<file path="config.mk">
export PLATFORM = sky130hd
export DESIGN_NAME = tfd_tone_driver
export DESIGN_NICKNAME = d
export VERILOG_FILES = /design/src/rtl/tfd_pkg.sv /design/src/rtl/tfd_tone_driver.sv /design/src/rtl/tfd_tone_gen.sv
export VERILOG_INCLUDE_DIRS = /design/src /design/src/rtl
export SDC_FILE = /design/constraint.sdc
export NUM_CORES = 1
export LEC_CHECK = 0
export BUFFER_PORTS_ARGS = -buffer_cell sky130_fd_sc_hd__buf_2
export CAP_MARGIN = 20
export CORE_MARGIN = 2
export CORE_UTILIZATION = 30
export CTS_CLUSTER_SIZE = 24
export DETAILED_ROUTE_END_ITERATION = 12
export GPL_TIMING_DRIVEN = 0
export PLACE_DENSITY = 0.46
export SLEW_MARGIN = 5
export SYNTH_ARGS = -nofsm -noshare
export SYNTH_HDL_FRONTEND = slang
export SYNTH_HIERARCHICAL = 1
export SYNTH_SLANG_ARGS = --single-unit
export TNS_END_PERCENT = 5
</file>
<file path="constraint.sdc">
create_clock -name clk -period 4.2 [get_ports clk]
set_input_delay 0.63 -clock clk [delete_from_list [all_inputs] [get_ports clk]]
set_output_delay 0.63 -clock clk [all_outputs]
set_load 0.01 [all_outputs]
</file>
<file path="src/rtl/tfd_cfg.svh">
// Constants of the touch feedback tone driver: offsets, fields, reset values, timing.
// Assumes a 25 MHz core clock and a register port fed by the serial host interface.
`ifndef TFD_CFG_SVH
`define TFD_CFG_SVH
`define TFD_ADDR_CONFIG 8'h62
`define TFD_ADDR_LINK_LO 8'h63
`define TFD_ADDR_LINK_HI 8'h64
`define TFD_ADDR_TRIGGER 8'h65
`define TFD_RESET_BYTE 8'h00
`define TFD_DUR_MSB 7
`define TFD_DUR_LSB 5
`define TFD_FREQ_MSB 4
`define TFD_FREQ_LSB 0
`define TFD_LINK_MSB 6
`define TFD_DUR_OFF 3'h0
`define TFD_DUR_HOLD 3'h7
`define TFD_FREQ_DC 5'h00
`define TFD_DUR_BASE_MS 9'h008
`define TFD_CLK_PERIOD_NS 40
`define TFD_CLK_HZ 25000000
`define TFD_MS_IN_NS 1000000
`define TFD_TONE_STEP_HZ 125
`endif

</file>
<file path="src/rtl/tfd_pkg.sv">
// Types of the touch feedback tone driver.
// Assumes tfd_cfg.svh supplies the numeric constants.
package tfd_pkg;
   typedef enum logic [0:0] {TFD_IDLE = 1'b0, TFD_RUN = 1'b1} tfd_state_type;
endpackage : tfd_pkg

</file>
<file path="src/rtl/tfd_tone_driver.sv">
// Touch feedback tone driver: configuration registers, trigger logic, duration timer.
// Assumes touch_det is on this clock and the register port is driven by the host interface.
`timescale 1ns/1ps
`include "tfd_cfg.svh"
module tfd_tone_driver
   import tfd_pkg::*;
#(
   parameter int MS_CYCLES = `TFD_MS_IN_NS / `TFD_CLK_PERIOD_NS,
   parameter int HALF_BASE = `TFD_CLK_HZ / (2 * `TFD_TONE_STEP_HZ)
)
(
   input wire logic clk,
   input wire logic rst,
   input wire logic [13:0] touch_det,
   input wire logic [7:0] reg_addr,
   input wire logic reg_wr,
   input wire logic [7:0] reg_wdata,
   input wire logic reg_rd,
   output logic [7:0] reg_rdata,
   output logic tone_out,
   output logic tone_active
);
   logic [7:0] tone_config;
   logic [6:0] tone_link_low;
   logic [6:0] tone_link_high;
   logic [7:0] next_config;
   logic [6:0] next_link_low;
   logic [6:0] next_link_high;
   logic [7:0] next_rdata;
   logic [13:0] touch_q;
   logic [13:0] link_all;
   logic [2:0] cfg_dur;
   logic start_touch;
   logic start_shot;
   logic start;
   logic shot_wr;
   tfd_state_type state;
   tfd_state_type next_state;
   logic [2:0] run_dur;
   logic [4:0] run_freq;
   logic [13:0] run_link;
   logic [2:0] next_run_dur;
   logic [4:0] next_run_freq;
   logic [13:0] next_run_link;
   logic [16:0] ms_cnt;
   logic [16:0] next_ms_cnt;
   logic [8:0] elapsed;
   logic [8:0] next_elapsed;
   logic [8:0] limit;
   logic ms_tick;
   logic done;
   logic restart_q;

   assign link_all = {tone_link_high, tone_link_low};
   assign cfg_dur = tone_config[`TFD_DUR_MSB:`TFD_DUR_LSB];
   assign shot_wr = reg_wr && reg_addr == `TFD_ADDR_TRIGGER;

   // Register file
   always_comb
   begin
      next_config = tone_config;
      next_link_low = tone_link_low;
      next_link_high = tone_link_high;
      next_rdata = reg_rdata;
      if (reg_wr)
      begin
         unique case (reg_addr)
            `TFD_ADDR_CONFIG: next_config = reg_wdata;
            `TFD_ADDR_LINK_LO: next_link_low = reg_wdata[`TFD_LINK_MSB:0];
            `TFD_ADDR_LINK_HI: next_link_high = reg_wdata[`TFD_LINK_MSB:0];
            default: next_config = tone_config;
         endcase
      end
      if (reg_rd)
      begin
         unique case (reg_addr)
            `TFD_ADDR_CONFIG: next_rdata = tone_config;
            `TFD_ADDR_LINK_LO: next_rdata = {1'b0, tone_link_low};
            `TFD_ADDR_LINK_HI: next_rdata = {1'b0, tone_link_high};
            default: next_rdata = `TFD_RESET_BYTE;
         endcase
      end
   end

   always_ff @(posedge clk)
   begin
      if (rst)
      begin
         tone_config <= `TFD_RESET_BYTE;
         tone_link_low <= 7'(`TFD_RESET_BYTE);
         tone_link_high <= 7'(`TFD_RESET_BYTE);
         reg_rdata <= `TFD_RESET_BYTE;
      end
      else
      begin
         tone_config <= next_config;
         tone_link_low <= next_link_low;
         tone_link_high <= next_link_high;
         reg_rdata <= next_rdata;
      end
   end

   assign start_touch = (|(touch_det & ~touch_q & link_all)) && cfg_dur != `TFD_DUR_OFF;
   assign start_shot = shot_wr && cfg_dur != `TFD_DUR_OFF && cfg_dur != `TFD_DUR_HOLD;
   assign start = start_touch || start_shot;
   assign ms_tick = ms_cnt == 17'(MS_CYCLES - 1);
   assign limit = `TFD_DUR_BASE_MS << (run_dur - 3'h1);
   assign done = (run_dur == `TFD_DUR_HOLD) ? !(|(touch_det & run_link)) : (ms_tick && elapsed == limit - 9'h001);

   always_comb
   begin
      next_state = state;
      next_run_dur = run_dur;
      next_run_freq = run_freq;
      next_run_link = run_link;
      next_ms_cnt = ms_tick ? 17'h00000 : ms_cnt + 17'h00001;
      next_elapsed = ms_tick ? elapsed + 9'h001 : elapsed;
      if (start)
      begin
         next_state = TFD_RUN;
         next_run_dur = cfg_dur;
         next_run_freq = tone_config[`TFD_FREQ_MSB:`TFD_FREQ_LSB];
         next_run_link = link_all;
         next_ms_cnt = 17'h00000;
         next_elapsed = 9'h000;
      end
      else
      begin
         unique case (state)
            TFD_IDLE:
            begin
               next_ms_cnt = 17'h00000;
               next_elapsed = 9'h000;
            end
            TFD_RUN:
            begin
               if (done)
               begin
                  next_state = TFD_IDLE;
               end
            end
         endcase
      end
   end

   always_ff @(posedge clk)
   begin
      if (rst)
      begin
         state <= TFD_IDLE;
         run_dur <= `TFD_DUR_OFF;
         run_freq <= `TFD_FREQ_DC;
         run_link <= 14'h0000;
         ms_cnt <= 17'h00000;
         elapsed <= 9'h000;
         touch_q <= 14'h0000;
         restart_q <= 1'b0;
      end
      else
      begin
         state <= next_state;
         run_dur <= next_run_dur;
         run_freq <= next_run_freq;
         run_link <= next_run_link;
         ms_cnt <= next_ms_cnt;
         elapsed <= next_elapsed;
         touch_q <= touch_det;
         restart_q <= start;
      end
   end

   assign tone_active = state == TFD_RUN;

   tfd_tone_gen #(.HALF_BASE(HALF_BASE)) u_tone
   (
      .clk(clk),
      .rst(rst),
      .run(tone_active),
      .restart(restart_q),
      .freq(run_freq),
      .tone(tone_out)
   );
endmodule : tfd_tone_driver

</file>
<file path="src/rtl/tfd_tone_gen.sv">
// Tone wave generator: square wave at freq x step, or steady high for DC.
// Assumes run and restart come from the driver FSM on the same clock.
`timescale 1ns/1ps
`include "tfd_cfg.svh"
module tfd_tone_gen
   import tfd_pkg::*;
#(
   parameter int HALF_BASE = `TFD_CLK_HZ / (2 * `TFD_TONE_STEP_HZ)
)
(
   input wire logic clk,
   input wire logic rst,
   input wire logic run,
   input wire logic restart,
   input wire logic [4:0] freq,
   output logic tone
);
   logic [17:0] acc;
   logic [17:0] next_acc;
   logic level;
   logic next_level;
   logic next_tone;
   logic [17:0] sum;

   always_comb
   begin
      sum = acc + 18'(freq);
      next_acc = acc;
      next_level = level;
      if (!run || restart)
      begin
         next_acc = 18'h00000;
         next_level = 1'b1;
      end
      else if (freq != `TFD_FREQ_DC)
      begin
         if (sum >= 18'(HALF_BASE))
         begin
            next_acc = sum - 18'(HALF_BASE);
            next_level = ~level;
         end
         else
         begin
            next_acc = sum;
         end
      end
      next_tone = run ? ((freq == `TFD_FREQ_DC) ? 1'b1 : next_level) : 1'b0;
   end

   always_ff @(posedge clk)
   begin
      if (rst)
      begin
         acc <= 18'h00000;
         level <= 1'b1;
         tone <= 1'b0;
      end
      else
      begin
         acc <= next_acc;
         level <= next_level;
         tone <= next_tone;
      end
   end
endmodule : tfd_tone_gen
</file>
## Word level (Yosys, flattened, before mapping)

Index checks and enable logic that the tools add are counted.

| word-level totals | value |
|---|---|
| logic and storage cells | 68 |
| bits of input ports | 34 |
| register bits | 114 |
| output and inout bits | 10 |

| cells by class | value |
|---|---|
| reductions and logical operators | 21 |
| shifts and indexed selects | 1 |
| order comparisons | 1 |
| $add $sub $neg | 6 |
| mux-type cells | 10 |
| eq/ne operators | 8 |
| bitwise operators | 6 |

Operators by type and width:

| cell | number |
|---|---|
| 14-bit AND | 3 |
| 8-bit by 7-bit equality test with 1-bit output (second input constant) | 4 |
| 14-bit OR reduction | 2 |
| 8-bit one-hot mux with 3 select lines | 1 |
| 18-bit by 5-bit adder with 18-bit output | 1 |
| 18-bit by 17-bit >= comparator with 1-bit output (second input constant) | 1 |
| 18-bit two-way mux | 1 |
| 18-bit by 17-bit subtractor with 18-bit output (second input constant) | 1 |
| 17-bit by 1-bit adder with 17-bit output (second input constant) | 1 |
| 17-bit by 15-bit equality test with 1-bit output (second input constant) | 1 |
| 14-bit NOT | 1 |
| 9-bit by 1-bit adder with 9-bit output (second input constant) | 1 |
| 9-bit equality test | 1 |
| 4-bit by 3-bit << shifter with 9-bit output (first input constant) | 1 |
| 9-bit by 1-bit subtractor with 9-bit output (second input constant) | 1 |
| 1-bit two-way mux | 8 |
| 2-bit AND reduction | 3 |
| 1-bit logical AND | 5 |
| 5-bit logical NOT | 1 |
| 5-bit nonzero test | 1 |
| 2-bit OR reduction | 2 |
| 4-bit OR reduction | 1 |
| 3-bit equality test (second input constant) | 1 |
| 3-bit != test (second input constant) | 1 |
| other kinds (6) | 9 |

## Longest topological paths before layout

| logic depth | value |
|---|---|
| depth in word-level cells | 9 |
| mapped depth | 13 |
| mapped depth without buffers | 13 |

## Cells and area by module

The synthesis kept the hierarchy.

Modules (own cells, without submodules):

| module | instances | area each (um^2) | sequential area each (um^2) | cells an instance |
|---|---|---|---|---|
| tfd_tone_driver | 1 | 4633.2 | 1881.8 | 549 |
| tfd_tone_gen | 1 | 2048.2 | 400.4 | 270 |

## Least setup slack after synthesis

OpenSTA, ideal clock, no wires.

| path | value |
|---|---|
| kind | register -> register |
| start | register run_freq[0] |
| end | register u_tone.acc[15] |
| clock period less this slack | 3.240 ns |
| setup time | 0.072 ns |
| buffers on the path | 0 |
| slack | 0.960 ns |
| stages on the path, launching flop included | 14 |
| data required time | 4.128 ns |
| arrival time | 3.168 ns |
| path through | dfxtp_1 > ha_1 > fa_1 > a21oi_1 > o21ai_2 > nand2_1 > xor2_1 > ha_1 > o311ai_0 > o31ai_1 > a21o_1 > a211oi_1 > mux2i_1 > mux2i_1 |

| between the ends | value |
|---|---|
| word-level cells in the longest chain between the ends | 3 |

RTL lines:

| element | RTL line | source |
|---|---|---|
| start, declared | tfd_tone_driver.sv:40 | `logic [4:0] run_freq;` |
| start signal, assigned | tfd_tone_driver.sv:152 | `` run_freq <= `TFD_FREQ_DC; `` |
| start signal, assigned | tfd_tone_driver.sv:163 | `run_freq <= next_run_freq;` |
| 18-bit by 5-bit adder with 18-bit output | tfd_tone_gen.sv:27 | `sum = acc + 18'(freq);` |
| 18-bit by 17-bit subtractor with 18-bit output or 18-bit by 17-bit >= comparator with 1-bit output (tied branches) | tfd_tone_gen.sv:39, tfd_tone_gen.sv:37 |  |
| 18-bit two-way mux | tfd_tone_gen.sv:37 | `if (sum >= 18'(HALF_BASE))` |
| end signal, assigned | tfd_tone_gen.sv:60 | `acc <= next_acc;` |
| end, declared | tfd_tone_gen.sv:18 | `logic [17:0] acc;` |

Several ways; a longest one is shown, not always the timed one.
A chain may end at the register's enable or synchronous reset.

## Worst setup path in the final report

Ends and elaborated chain as after synthesis.

==> summary.md <==
| Metric | Value |
|---|---|
| Slowest cell on crit path | fa_1 |
| Die Span Y | 153.2 um |
| Number of core rows | 54 |
| Gr usage total | 17.72% |
| Fraction of layout cells with a size suffix above 1 | 14.01% |
| Number of global-route vias before repair | 6122 |
| Vias per inst | 5.368 |
| Sequential power share | 39.8% |
| Clk pwr share | 57.1% |
| Post-layout minimum cycle time | 3.800 ns |
| EDFF count, synth | 0 |
| TritonCTS buffer count | 17 |
| Root Buffer | clkbuf_16 |
| Logic gate share of total power | 3.1% |
| Initial cell density of the core | 30.62% |
| Slew headroom | 49.87% |
| Worst setup SP type | flop |
| Sw Ratio | 21.90% |
| Clk Latency, worst-skew pair | 0.42 ns |
| Final WL | 20440 um |
| GRT overflow | 0 |
| Hold Fails Final Rpt | 0 |
| RSZ-0062 raised after global routing | false |
| Critical path arrival | 4.14 ns |
| Worst R2R Path Depth | 13 |
| Initial DRC count | 363 |
| CP max FO | 6 |
| Internal | 2.144 mW |
| Tcrit/Tclk final | 90.49% |
| Cell Chain, Critical Path | ha_1 -> fa_1 -> a21oi_1 -> o21ai_2 -> nand2_1 -> xor2_1 -> ha_1 -> o311ai_0 -> o31ai_1 -> a21o_1 -> a211oi_1 -> mux2i_1 -> mux2i_1 |
| Fmax | 263.1 MHz |
| Synth Area per Inst | 8.158 um2 |
| Main flop type after synthesis | dfxtp_1 |
| Biggest cell delay along the critical path | 0.48 ns |
| FFs w/ async S/R, synth | 0% |
| Yosys cell types | 83 |
| Diodes inserted | 0 |
| Largest net degree at the start of global routing | 17 |
| Clk pin slew, worst setup/hold paths | 0.06 ns |
| Initial antenna violation count | 0 |
| Gpl congestion | 0.8385 |
| Die Width | 153.2 um |
| Net Sw Power | 0.6013 mW |
| Drt first pass iters | 7 |
| Final std cells w/o fill | 1172 |
| Slew @ Worst Pin | 0.7457 ns |
| CTS tree | done |
| CP required | 4.54 ns |
| Post-CTS sizing | 0 |
| Clock skew | 0.01336 ns |
| DR vias | 6291 |
| Final TNS setup | 0 ns |
| Leading post-synthesis cells by cell area | dfxtp_1 (34%), nand3_1 (6.5%), nand2_1 (6.1%) |
| Ys Warns | 6 |
| Maximum vdd drop | 194.3 uV |
| PnR worst setup slack | 0.3996 ns |
| Final ANT Viol Nets | 0 |
| Total clock sinks | 114 |
| Drc violations | 0 |
| Syn-to-layout area delta | 17.88% |
| Maximum clock path buffer count | 2 |
| Synth area leader | dfxtp_1 |
| Core Box Area | 21820 um2 |
| Leak | 2.631 nW |
| WL/cell | 17.44 um |
| DP HPWL | 14840 um |
| Number of max-cap violations | 0 |
| H-tree Lvls | 4 |
| Setup violations, final | 0 |
| Outcome | complete, no violations |
| CTS Hold Buffers Added | 0 |
| I/O pin total | 44 |
| Post-synth net total | 862 |
| Dpl cells | 1141 |
| Layout Nets | 923 |
| First-pass GRT wire length | 33400 um |
| Synth Register Bits | 114 |
| HP Class | flop to flop |
| Slew Viols, Final | 0 |
| Crit Path Class | flop to flop |
| Worst hold stages | 2 |
| Port Buf Inserts | 42 |
| Cells after synthesis | 819 |
| Critical Path End Type | flop |
| Die area | 23480 um2 |
| Setup WS pre-CTS | 0.4394 ns |
| Synth top area share | 34.16% |
| Post-CTS Setup Bufs | 0 |
| Power density cells | 348.5 nW/um2 |
| Synthesized cell area | 6681 um2 |
| Seq/Total Area, Yosys | 34.16% |
[Yosys cell counts, drive strengths merged (4+ instances only)]
cell	instances
nor2	31
dfxtp	114
o31ai	4
a211oi	6
nor4b	5
and2	5
nand2	108
a32oi	5
xnor2	26
a21o	5
a222oi	7
a22oi	26
xor2	9
or3	5
and3	4
nor4	25
nand3	88
or4	4
clkbuf	38
ha	8
a31oi	5
nand3b	16
nand2b	8
inv	10
and4	5
nor3b	20
nor3	32
o21ai	22
nor2b	38
a21oi	49
mux2i	7
buf	17
o211ai	4
nand4	18
o22ai	4
[cells by family (layout without fill, tap and decap cells)]
kind of cell	count (synthesis)	count (layout)	synth area share (%)
AND/OR/NAND/NOR	417	417	34.63
AO/OA/AOI/OAI	172	172	19.36
flip-flops	114	114	34.16
buffers and inverters	65	138	4.307
XOR/XNOR	35	35	4.701
adder cells (fa/ha/maj)	9	9	1.798
multiplexers	7	7	1.049
[metal layers]
layer / GRT usage [%] / up-vias / routed length, um
li1: - / 3161 / -
met1: 24.09 / 2985 / 9971
met2: 28.32 / 122 / 9381
met3: 3.374 / 23 / 769
met4: 5.776 / 0 / 312
met5: 0 / - / 0
[power by group through the flow]
stage | sequential (mW) | combinational, mW | clock, mW
2_1_floorplan | 1.12 | 0.0431 | 0
3_3_place_gp | 1.12 | 0.0846 | 0
3_5_place_dp | 1.12 | 0.0838 | 0
4_1_cts | 1.09 | 0.0841 | 1.61
5_1_grt | 1.09 | 0.0922 | 1.66
6_report | 1.09 | 0.0840 | 1.57
[cell type report]
cell class	count	area [um2]
tap	280	350.3
buffer	55	250.2
fill	2311	13950
inverter	10	37.54
clock buffer	19	452.9
clock inverter	12	181.4
multi-input combinational	640	4111
sequential	114	2282
timing repair buffer	42	210.2
[per-stage QoR]
step	total power, mW	hold WS, ns	utilization, %	area [um2]
final	2.745	0.4468	36.09	7876
after global routing	2.843	0.4767	36.09	7876
after CTS	2.782	0.4474	36.09	7876
after detailed placement	1.200	0.4437	33.18	7242
after global placement	1.201	0.4363	33.18	7242
after floorplan	1.158	0.4233	-	6681
[state kept, by name, summed over array words and instances, names as in the netlist]
register,flops
tone_config,8
run_dur,3
tone_active,1
ms_cnt,17
touch_q,14
u_tone/acc,18
restart_q,1
u_tone/level,1
tone_link_high,7
elapsed,9
reg_rdata,8
u_tone/tone,1
run_freq,5
run_link,14
tone_link_low,7
[path summary, 6_finish.rpt]
check                    start              to  slack, ns
setup / recovery   run_freq[0]  u_tone/acc[15]       0.40
hold / removal    reg_rdata[0]    reg_rdata[0]       0.45
setup reg to reg   run_freq[0]  u_tone/acc[15]       0.40
hold reg to reg   reg_rdata[0]    reg_rdata[0]       0.45
[worst max-delay path, delay by kind of cell (launching register included)]
family	cells	cell delay, ns
compound gates	6	1.67
xor+xnor	1	0.09
mux	2	0.49
simple gates	1	0.13
flops	1	0.34
fa+ha+maj	3	1.02
[layout by cell type, fill, tap and decap left out, types with 5 or more instances in the layout]
cell and n:
dfxtp_1 114, nand2_1 108, nand3_1 87, buf_2 53, a21oi_1 46, clkbuf_1 38
nor2b_1 38, nor3_1 31, nor2_1 30, a22oi_1 26, xnor2_1 25, nor3b_1 20
o21ai_0 19, nor4_1 19, nand4_1 18, clkbuf_16 17, nand3b_1 16, inv_1 10
xor2_1 9, nand2b_1 8, ha_1 8, a222oi_1 7, mux2i_1 7, and2_1 5
a31oi_1 5, a32oi_1 5, or3_1 5, a21o_1 5
No activity file was read; power rests on OpenSTA's default activity.
